`src/design/hpsc_pkg.sv`:
```
// shared constants for the hot-plug slot capability and control bank
package hpsc_pkg;
	// register byte offsets in configuration space
	localparam logic [7:0] OFS_SLOT_CAP = 8'h7C;
	localparam logic [7:0] OFS_SLOT_CTL = 8'h80;
	// capability word field positions
	localparam int CAP_HP_CAPABLE = 6;
	localparam int CAP_PWR_VAL_LO = 7;
	localparam int CAP_PWR_VAL_HI = 14;
	localparam int CAP_PWR_SCL_LO = 15;
	localparam int CAP_PWR_SCL_HI = 16;
	localparam int CAP_NO_CMD_DONE = 18;
	localparam int CAP_SLOT_NUM_LO = 19;
	// capability low 19 bits after reset: presence flags 1Fh, limit 19h, scale 00b
	localparam logic [18:0] CAP_LOW_RST = 19'h00C9F;
	// control word field positions
	localparam int CTL_BTN_EN = 0;
	localparam int CTL_PFAULT_EN = 1;
	localparam int CTL_LATCH_EN = 2;
	localparam int CTL_PRES_EN = 3;
	localparam int CTL_CMD_EN = 4;
	localparam int CTL_HP_INT_EN = 5;
	localparam int CTL_ATTN_LO = 6;
	localparam int CTL_PIND_LO = 8;
	localparam int CTL_PWR_OFF = 10;
	localparam int CTL_LOCK_EN = 11;
	localparam int CTL_DLL_EN = 12;
	// writable control bits; 15:13 read as zero
	localparam logic [15:0] CTL_RW_MASK = 16'h1FFF;
	// indicator encodings
	localparam logic [1:0] IND_ON = 2'h1;
	localparam logic [1:0] IND_BLINK = 2'h2;
	localparam logic [1:0] IND_OFF = 2'h3;
	// latch event enable reset value decides the indicator and power defaults
	localparam logic LATCH_EN_RST = 1'h0;
	localparam logic [1:0] PIND_RST = LATCH_EN_RST ? IND_OFF : IND_ON;
	localparam logic [15:0] CTL_RST = {5'h00, LATCH_EN_RST, PIND_RST, IND_OFF, 6'h00};
	// event flag indices inside the flag vector
	localparam int FL_BTN = 0;
	localparam int FL_PFAULT = 1;
	localparam int FL_LATCH = 2;
	localparam int FL_PRES = 3;
	localparam int FL_CMD = 4;
	localparam int FL_DLL = 5;
	localparam int NUM_FL = 6;
	// flag positions in the upper half of the control word offset
	localparam int ST_FLAG_LO = 16;
	localparam int ST_DLL_POS = 24;
	// synchronised pin inputs: five events, interlock event, expander strap
	localparam int NUM_PIN = 7;
	localparam int PIN_LOCK = 5;
	localparam int PIN_EXP = 6;
endpackage

```
`src/design/hpsc_slot_regs.sv`:
```
`timescale 1ns/1ps
module hpsc_slot_regs #(
	parameter logic [12:0] SLOT_NUM = 13'h0002 // physical slot number of this port
) (
	input wire logic clk_sys_i,
	input wire logic resetn_i,
	input wire logic cfg_wr_i, // configuration write strobe
	input wire logic cfg_rd_i, // configuration read strobe
	input wire logic [7:0] cfg_addr_i, // byte offset, dword aligned
	input wire logic [3:0] cfg_be_i, // byte enables
	input wire logic [31:0] cfg_wdata_i,
	output logic [31:0] cfg_rdata_o, // valid the cycle after cfg_rd_i
	input wire logic pre_wr_i, // preload write from eeprom or smbus
	input wire logic [7:0] pre_addr_i,
	input wire logic [31:0] pre_wdata_i,
	input wire logic btn_press_i, // expander pins, asynchronous levels
	input wire logic pwr_fault_i,
	input wire logic retention_latch_chg_i,
	input wire logic presence_chg_i,
	input wire logic cmd_done_i,
	input wire logic electromech_lock_evt_i,
	input wire logic expander_present_i,
	input wire logic link_active_i, // link layer status, same clock
	output logic hp_int_o,
	output logic wake_o,
	output logic [1:0] attn_ind_o,
	output logic [1:0] pwr_ind_o,
	output logic slot_pwr_off_o,
	output logic [7:0] pwr_lim_val_o,
	output logic [1:0] pwr_lim_scl_o,
	output logic msg_pwr_lim_o, // one-cycle message requests
	output logic msg_attn_o,
	output logic msg_pwr_ind_o
);
	import hpsc_pkg::*;

	////////////////////////////////////////////////////////////////////////////
	// state
	logic [NUM_PIN-1:0] sync1_q, sync1_d; // first synchroniser stage
	logic [NUM_PIN-1:0] sync2_q, sync2_d; // second stage, safe to use
	logic [PIN_LOCK:0] prev_q, prev_d; // last value for edge detection
	logic dll_prev_q, dll_prev_d; // last link-active value
	logic [18:0] cap_q, cap_d; // preloadable low capability bits
	logic hpcap_q, hpcap_d; // hot-plug capable as read
	logic [15:0] ctl_q, ctl_d; // slot control word
	logic [NUM_FL-1:0] flags_q, flags_d; // sticky slot events
	logic [31:0] rdata_q, rdata_d;
	logic int_q, int_d;
	logic wake_q, wake_d;
	logic lim_msg_q, lim_msg_d;
	logic attn_msg_q, attn_msg_d;
	logic pind_msg_q, pind_msg_d;

	////////////////////////////////////////////////////////////////////////////
	// decode
	logic cap_cfg_wr, ctl_cfg_wr, cap_pre_wr, ctl_pre_wr;
	logic [NUM_FL-1:0] evt, clr, en;
	logic [31:0] cap_word;

	assign cap_cfg_wr = cfg_wr_i && (cfg_addr_i == OFS_SLOT_CAP);
	assign ctl_cfg_wr = cfg_wr_i && (cfg_addr_i == OFS_SLOT_CTL);
	assign cap_pre_wr = pre_wr_i && (pre_addr_i == OFS_SLOT_CAP);
	assign ctl_pre_wr = pre_wr_i && (pre_addr_i == OFS_SLOT_CTL);
	// read view of the capability word; the slot number is fixed per port
	assign cap_word = {SLOT_NUM, cap_q[18:7], hpcap_q, cap_q[5:0]};

	////////////////////////////////////////////////////////////////////////////
	// pin synchronisers and event detection
	always_comb begin
		sync1_d = {expander_present_i, electromech_lock_evt_i, cmd_done_i, presence_chg_i,
			retention_latch_chg_i, pwr_fault_i, btn_press_i};
		sync2_d = sync1_q;
		prev_d = sync2_q[PIN_LOCK:0];
		dll_prev_d = link_active_i;
		// rising edge of each of the five synchronised event lines is one event
		evt[FL_CMD:FL_BTN] = sync2_q[FL_CMD:FL_BTN] & ~prev_q[FL_CMD:FL_BTN];
		evt[FL_DLL] = link_active_i ^ dll_prev_q;
	end

	////////////////////////////////////////////////////////////////////////////
	// capability word: read-only to software, loaded only by preload
	always_comb begin
		cap_d = cap_q;
		if (cap_pre_wr) begin
			cap_d = pre_wdata_i[18:0];
		end
		// capable only while the expander is strapped in
		hpcap_d = cap_q[CAP_HP_CAPABLE] & sync2_q[PIN_EXP];
		// a write of either limit field, from either path, sends the message
		lim_msg_d = (cap_cfg_wr && (cfg_be_i[2:0] != 3'h0)) || cap_pre_wr;
	end

	////////////////////////////////////////////////////////////////////////////
	// control word and message requests
	always_comb begin
		ctl_d = ctl_q;
		attn_msg_d = 1'b0;
		pind_msg_d = 1'b0;
		if (ctl_pre_wr) begin
			ctl_d = pre_wdata_i[15:0] & CTL_RW_MASK;
			attn_msg_d = 1'b1;
			pind_msg_d = 1'b1;
		end else if (ctl_cfg_wr) begin
			// byte lane 0 holds enables and attention field
			if (cfg_be_i[0]) begin
				ctl_d[7:0] = cfg_wdata_i[7:0];
				attn_msg_d = 1'b1;
			end
			// byte lane 1 holds power indicator, power and late enables
			if (cfg_be_i[1]) begin
				ctl_d[15:8] = cfg_wdata_i[15:8] & CTL_RW_MASK[15:8];
				pind_msg_d = 1'b1;
			end
		end
	end

	////////////////////////////////////////////////////////////////////////////
	// event flags: write-one-to-clear, a new event beats the clear
	always_comb begin
		clr = '0;
		if (ctl_cfg_wr) begin
			if (cfg_be_i[2]) begin
				clr[FL_CMD:FL_BTN] = cfg_wdata_i[ST_FLAG_LO+FL_CMD:ST_FLAG_LO];
			end
			if (cfg_be_i[3]) begin
				clr[FL_DLL] = cfg_wdata_i[ST_DLL_POS];
			end
		end
		flags_d = (flags_q & ~clr) | evt;
	end

	////////////////////////////////////////////////////////////////////////////
	// interrupt and wake-up
	always_comb begin
		en[FL_BTN] = ctl_q[CTL_BTN_EN];
		en[FL_PFAULT] = ctl_q[CTL_PFAULT_EN];
		en[FL_LATCH] = ctl_q[CTL_LATCH_EN];
		en[FL_PRES] = ctl_q[CTL_PRES_EN];
		// completion is only reported when the slot supports it
		en[FL_CMD] = ctl_q[CTL_CMD_EN] & ~cap_q[CAP_NO_CMD_DONE];
		en[FL_DLL] = ctl_q[CTL_DLL_EN];
		// level interrupt: drops once every enabled flag is cleared
		int_d = ctl_q[CTL_HP_INT_EN] & (|(flags_q & en));
		// wake is not gated by the master enable; the interlock has no flag
		wake_d = (|(flags_q & en)) | (ctl_q[CTL_LOCK_EN] & sync2_q[PIN_LOCK] &
			~prev_q[PIN_LOCK]);
	end

	////////////////////////////////////////////////////////////////////////////
	// read data: registered, unmapped offsets read zero
	always_comb begin
		rdata_d = rdata_q;
		if (cfg_rd_i) begin
			unique case (cfg_addr_i)
				OFS_SLOT_CAP: rdata_d = cap_word;
				OFS_SLOT_CTL: rdata_d = {7'h00, flags_q[FL_DLL], 3'h0,
					flags_q[FL_CMD:FL_BTN], ctl_q & CTL_RW_MASK};
				default: rdata_d = 32'h0000_0000;
			endcase
		end
	end

	////////////////////////////////////////////////////////////////////////////
	// registers
	always_ff @(posedge clk_sys_i or negedge resetn_i) begin
		if (!resetn_i) begin
			sync1_q <= '0;
			sync2_q <= '0;
			prev_q <= '0;
			dll_prev_q <= 1'b0;
			cap_q <= CAP_LOW_RST;
			hpcap_q <= 1'b0;
			ctl_q <= CTL_RST;
			flags_q <= '0;
			rdata_q <= 32'h0000_0000;
			int_q <= 1'b0;
			wake_q <= 1'b0;
			lim_msg_q <= 1'b0;
			attn_msg_q <= 1'b0;
			pind_msg_q <= 1'b0;
		end else begin
			sync1_q <= sync1_d;
			sync2_q <= sync2_d;
			prev_q <= prev_d;
			dll_prev_q <= dll_prev_d;
			cap_q <= cap_d;
			hpcap_q <= hpcap_d;
			ctl_q <= ctl_d;
			flags_q <= flags_d;
			rdata_q <= rdata_d;
			int_q <= int_d;
			wake_q <= wake_d;
			lim_msg_q <= lim_msg_d;
			attn_msg_q <= attn_msg_d;
			pind_msg_q <= pind_msg_d;
		end
	end

	// outputs straight from flops
	assign cfg_rdata_o = rdata_q;
	assign hp_int_o = int_q;
	assign wake_o = wake_q;
	assign attn_ind_o = ctl_q[CTL_ATTN_LO+1:CTL_ATTN_LO];
	assign pwr_ind_o = ctl_q[CTL_PIND_LO+1:CTL_PIND_LO];
	assign slot_pwr_off_o = ctl_q[CTL_PWR_OFF];
	assign pwr_lim_val_o = cap_q[CAP_PWR_VAL_HI:CAP_PWR_VAL_LO];
	assign pwr_lim_scl_o = cap_q[CAP_PWR_SCL_HI:CAP_PWR_SCL_LO];
	assign msg_pwr_lim_o = lim_msg_q;
	assign msg_attn_o = attn_msg_q;
	assign msg_pwr_ind_o = pind_msg_q;

	////////////////////////////////////////////////////////////////////////////
	// assertions
	AST_INT_NEEDS_GATE: assert property (@(posedge clk_sys_i) disable iff (!resetn_i)
		hp_int_o |-> $past(ctl_q[CTL_HP_INT_EN]))
		else $error("interrupt raised while master enable was clear");
	AST_INT_FOLLOWS: assert property (@(posedge clk_sys_i) disable iff (!resetn_i)
		(ctl_q[CTL_HP_INT_EN] && flags_q[FL_BTN] && ctl_q[CTL_BTN_EN]) |=> hp_int_o)
		else $error("enabled flag did not raise interrupt");
	AST_CMD_MASKED: assert property (@(posedge clk_sys_i) disable iff (!resetn_i)
		(cap_q[CAP_NO_CMD_DONE] && flags_q == 6'h10) |=> !hp_int_o)
		else $error("completion interrupt despite no-completion support");
	AST_LINK_EVT: assert property (@(posedge clk_sys_i) disable iff (!resetn_i)
		(link_active_i != dll_prev_q) |=> flags_q[FL_DLL])
		else $error("link change did not set its flag");
	AST_W1C: assert property (@(posedge clk_sys_i) disable iff (!resetn_i)
		(ctl_cfg_wr && !cfg_rd_i && cfg_be_i[2] && cfg_wdata_i[ST_FLAG_LO] && !evt[FL_BTN])
		|=> !flags_q[FL_BTN])
		else $error("button flag not cleared by write of one");
	AST_SET_WINS: assert property (@(posedge clk_sys_i) disable iff (!resetn_i)
		evt[FL_PFAULT] |=> flags_q[FL_PFAULT])
		else $error("fault event lost");
	AST_LIM_MSG: assert property (@(posedge clk_sys_i) disable iff (!resetn_i)
		(cap_cfg_wr && cfg_be_i[1]) |=> msg_pwr_lim_o ##1
		(!msg_pwr_lim_o || $past(cap_cfg_wr || cap_pre_wr)))
		else $error("power limit message missing or stuck");
	AST_CAP_RO: assert property (@(posedge clk_sys_i) disable iff (!resetn_i)
		(cap_cfg_wr && !pre_wr_i) |=> $stable(cap_q))
		else $error("capability changed by software write");
	AST_HP_CAP: assert property (@(posedge clk_sys_i) disable iff (!resetn_i)
		!sync2_q[PIN_EXP] |=> !cap_word[CAP_HP_CAPABLE])
		else $error("hot-plug capable set without expander");
	AST_ATTN_MSG: assert property (@(posedge clk_sys_i) disable iff (!resetn_i)
		(ctl_cfg_wr && !pre_wr_i && cfg_be_i[0]) |=>
		(msg_attn_o && attn_ind_o == $past(cfg_wdata_i[CTL_ATTN_LO+1:CTL_ATTN_LO])))
		else $error("attention message or state wrong");
	COV_INT: cover property (@(posedge clk_sys_i) disable iff (!resetn_i) $rose(hp_int_o));
	COV_LINK: cover property (@(posedge clk_sys_i) disable iff (!resetn_i) $rose(flags_q[FL_DLL]));
	COV_LIM: cover property (@(posedge clk_sys_i) disable iff (!resetn_i) msg_pwr_lim_o);
	COV_WAKE: cover property (@(posedge clk_sys_i) disable iff (!resetn_i) $rose(wake_o));
	COV_CMD_MASKED: cover property (@(posedge clk_sys_i) disable iff (!resetn_i)
		cap_q[CAP_NO_CMD_DONE] && flags_q[FL_CMD]);

	////////////////////////////////////////////////////////////////////////////
	// indicator and power control writes
	AST_PIND_MSG: assert property (@(posedge clk_sys_i) disable iff (!resetn_i)
		(ctl_cfg_wr && !pre_wr_i && cfg_be_i[1]) |=>
		(msg_pwr_ind_o && pwr_ind_o == $past(cfg_wdata_i[CTL_PIND_LO+1:CTL_PIND_LO])))
		else $error("power indicator message or state wrong");
	AST_PWR_CTL: assert property (@(posedge clk_sys_i) disable iff (!resetn_i)
		(ctl_cfg_wr && !pre_wr_i && cfg_be_i[1]) |=>
		(slot_pwr_off_o == $past(cfg_wdata_i[CTL_PWR_OFF])))
		else $error("slot power control not taken from write");
	// an idle bus must leave every message request low, or the port would spam the link
	AST_NO_MSG: assert property (@(posedge clk_sys_i) disable iff (!resetn_i)
		(!cfg_wr_i && !pre_wr_i) |=> (!msg_pwr_lim_o && !msg_attn_o && !msg_pwr_ind_o))
		else $error("message request without a write");

	////////////////////////////////////////////////////////////////////////////
	// capability view and preload
	AST_SLOT_NUM: assert property (@(posedge clk_sys_i) disable iff (!resetn_i)
		(cfg_rd_i && cfg_addr_i == OFS_SLOT_CAP) |=>
		(cfg_rdata_o[31:CAP_SLOT_NUM_LO] == SLOT_NUM))
		else $error("slot number wrong in capability read");
	AST_PRELOAD: assert property (@(posedge clk_sys_i) disable iff (!resetn_i)
		cap_pre_wr |=> (cap_q == $past(pre_wdata_i[18:0])))
		else $error("preload did not land in the capability bits");

	////////////////////////////////////////////////////////////////////////////
	// event flags, interrupt and wake-up
	AST_FLAG_STICKY: assert property (@(posedge clk_sys_i) disable iff (!resetn_i)
		(flags_q[FL_PRES] && !ctl_cfg_wr) |=> flags_q[FL_PRES])
		else $error("presence flag dropped without a clear");
	AST_INT_DROPS: assert property (@(posedge clk_sys_i) disable iff (!resetn_i)
		((flags_q & en) == 6'h00) |=> !hp_int_o)
		else $error("interrupt stayed high with no enabled flag");
	AST_WAKE_LOCK: assert property (@(posedge clk_sys_i) disable iff (!resetn_i)
		(ctl_q[CTL_LOCK_EN] && sync2_q[PIN_LOCK] && !prev_q[PIN_LOCK]) |=> wake_o)
		else $error("interlock event did not raise wake-up");
endmodule

```
`config.mk`:
```
export PLATFORM = sky130hd
export DESIGN_NAME = hpsc_slot_regs
export DESIGN_NICKNAME = d
export VERILOG_FILES = /design/src/design/hpsc_pkg.sv /design/src/design/hpsc_slot_regs.sv
export SDC_FILE = /design/constraint.sdc
export NUM_CORES = 1
export LEC_CHECK = 0
export BUFFER_PORTS_ARGS = -buffer_cell sky130_fd_sc_hd__buf_2
export CAP_MARGIN = 10
export CELL_PAD_IN_SITES_DETAIL_PLACEMENT = 1
export CELL_PAD_IN_SITES_GLOBAL_PLACEMENT = 2
export CORE_UTILIZATION = 25
export DETAILED_ROUTE_END_ITERATION = 16
export GPL_ROUTABILITY_DRIVEN = 0
export PLACE_DENSITY_LB_ADDON = 0.1
export REMOVE_ABC_BUFFERS = 1
export SLEW_MARGIN = 10
export SYNTH_ARGS = -nofsm -noshare
export SYNTH_HDL_FRONTEND = slang
export SYNTH_SLANG_ARGS = --single-unit
```
`constraint.sdc`:
```
create_clock -name clk_sys_i -period 1.85 [get_ports clk_sys_i]
set_clock_uncertainty 0.15 [all_clocks]
set_input_delay 0.2775 -clock clk_sys_i [delete_from_list [all_inputs] [get_ports clk_sys_i]]
set_output_delay 0.2775 -clock clk_sys_i [all_outputs]
set_load 0.01 [all_outputs]
```
==> summary.txt <==
Final setup vio count = 0
Final total power = 4.42 mW
Area grow syn2layout = 32.2%
Final Util = 0.343
Largest family of logic cells by synthesized area = simple AND/OR/NAND/NOR gates
Hold Path Class = primary input to flip-flop
Status = finished, violations left
H-tree levels = 3
Slowest CP cell = or3b_1
Top cells by area, synth = dfrtp_1 (50%), dfstp_2 (7.6%), mux2_1 (5.6%), nand3_1 (5.3%), buf_4 (5.1%)
Area leader, netlist = dfrtp_1
Synth Cell Area = 0.00381 sq mm
GRT overflow = 0
Post-synth top area share = 0.499
Crit path launch type = primary input
Via density = 4.80
Top_reg_cell synth = dfrtp_1
Post-synthesis mux area share = 0.0561
Critical Path Sink Type = flip-flop
HPWL after detailed placement = 8160 microns
WL/cell = 18.7 microns
Starting density of the core = 0.259
Syn Area/Cell = 10.9 sq um
Die area = 0.0157 sq mm
IO Pins = 149
Synth warn = 0
Async SR Flop Fraction = 1.00
Adder and majority gate portion of the synthesized area = 0
DR iter-0 viols = 124
Max Root-Sink Buffers = 2
Clock buffer count from CTS = 9
Drc violations = 7
Worst skew pair latency = 0.35 ns
Post-Syn Instances = 349
Die W = 125 microns
Sequential fraction of the synthesis area = 0.575
Cell mode on critical path = buf_4
Num rows = 44
CTS tree = built
# diodes = 0
CTS root buf = clkbuf_16
Xor-xnor portion of the synthesized cell area = 0.00230
DR vias = 3118
Worst-path cell chain = buf_2 -> or3b_1 -> buf_4 -> or3_1 -> buf_4 -> a31oi_1
Antenna violations before repair = 0
Post-Route WL = 12100 microns
CP Data Arrival Time = 1.79 ns
Commonest non-fill, non-tap cell in the layout = buf_2
Critical Path RT = 1.97 ns
Total GRT Usage = 0.166
Layout cells sized above 1 = 0.346
Violated checks = DRC
Post-route ant nets = 0
Post-CTS repair timing setup buffer count = 0
Dpl ws = -0.175 ns
Router iterations before antenna repair = 10
Leakage = 2.27 nW
Post-synthesis compound-gate area fraction = 0.115
Maximum VDD drop = 0.000399 V
PwrDens = 877 mW/mm^2
Synth Register Bits = 87
Worst Path Max Fanout = 14
Post-synth cell types = 36
First-pass GRT wire length = 19400 microns
Most frequent cells in the layout = buf_2 (111), dfrtp_1 (76), nand3_1 (40), a31oi_1 (30), o31ai_1 (20)
Crit path time final = 1.67 ns
Final Hold Slack = 0.0182 ns
Critical path's largest stage delay = 0.43 ns
RSZ-0062 raised after global routing = false
IO Port Bufs = 112
Chip Height = 125 microns
Largest net degree at the start of global routing = 59
Final period util = 0.903
Worst-path clk slew = 0.06 ns
Max Clk Rate = 0.599 GHz
Fin. Hold Viols = 0
Max-cap viol count = 0
Core footprint = 0.0147 sq mm
Slew Limit Fails = 0
Nets@finish = 557
Final worst slack = 0.180 ns
Setup CP Type = primary input to flip-flop
Placed insts = 619
Vias in the first global route = 3312
EDFF count, synth = 0
CTS Sinks = 87
Synth Area in Simple Gates = 0.160
Fin cells = 649
[synthesized netlist by cell type, drive strengths merged, types with 2 or more instances]
library cell	instances
inv	10
or4b	2
nor4	14
nor4b	2
mux2	19
clkbuf	22
dfstp	11
o21ai	7
buf	32
o22ai	5
o21bai	2
nand3	40
nor2	17
and2	4
a31oi	30
o31ai	20
nand2	11
nand4	14
dfrtp	76
[worst max-delay path, delay by kind of cell]
family	cells	cell delay, ns
buf+inv	3	0.51
compound gates	1	0.16
simple gates	2	0.84
[timing repair]
| action | 4_1_cts | 5_1_grt |
|---|---|---|
| hold endpoints to repair | 95 | 0 |
| hold buffers | 14 | 0 |
| resized for setup | 0 | 0 |
[metal layers]
layer	global-route usage	vias up	wire length (microns)
met2	0.250	87	5610
met1	0.231	1541	5800
li1	-	1472	-
met3	0.0321	18	466
met5	0	-	0
met4	0.0753	0	269
[final cells by class]
class                   count  area, sq um
clock buffers              13          250
clock inverters             3         42.5
fillers                  1637         9660
inverters                  10         37.5
multi-input cells         207         1340
flip-flops and latches     87         2190
well taps                 184          230
repair buffers            145          946
[path summary, 6_finish.rpt]
check                                      from                     endpoint  slack [ns]  cells after the start
max                               pre_addr_i[1]        ctl_q[11]$_DFFE_PN0P_        0.18                      6
min                              cfg_wdata_i[7]         ctl_q[7]$_DFFE_PN1P_        0.02                      3
max reg2reg                ctl_q[2]$_DFFE_PN0P_           hp_int_o$_DFF_PN0_        0.37                      3
min reg2reg                sync1_q[5]$_DFF_PN0_         sync2_q[5]$_DFF_PN0_        0.20                      0
max in group asynchronous              resetn_i        cap_q[10]$_DFFE_PN1P_        0.87                      3
min in group asynchronous              resetn_i  cfg_rdata_o[11]$_DFFE_PN0P_        0.30                      3
[registers in the layout, summed over array words and instances (netlist names)]
register / cells
cap_q: 19
cfg_rdata_o: 22
ctl_q: 13
dll_prev_q: 1
flags_q: 6
hp_int_o: 1
hpcap_q: 1
msg_attn_o: 1
msg_pwr_ind_o: 1
msg_pwr_lim_o: 1
prev_q: 6
sync1_q: 7
sync2_q: 7
wake_o: 1
[where the power goes]
part | total (mW) | switching (mW) | internal [mW]
logic | 0.502 | 0.282 | 0.221
clock network | 1.83 | 0.745 | 1.08
registers | 2.09 | 0.0634 | 2.02
total | 4.42 | 1.09 | 3.33
[through the flow]
step | TNS, ns | cell area (sq um)
6_report | 0 | 5040
3_3_place_gp | -3.97 | 4610
5_1_grt | 0 | 5040
2_1_floorplan | -71.75 | 3530
3_5_place_dp | -4.27 | 4610
4_1_cts | 0 | 5040
[cell families after synthesis]
| family | count (synthesis) |
|---|---|
| flops | 87 |
| other cells | 1 |
| mux | 19 |
| compound gates | 66 |
| simple gates | 111 |
| buf+inv | 64 |
| xor+xnor | 1 |
Note: power is estimated with default switching activity, not from simulation.
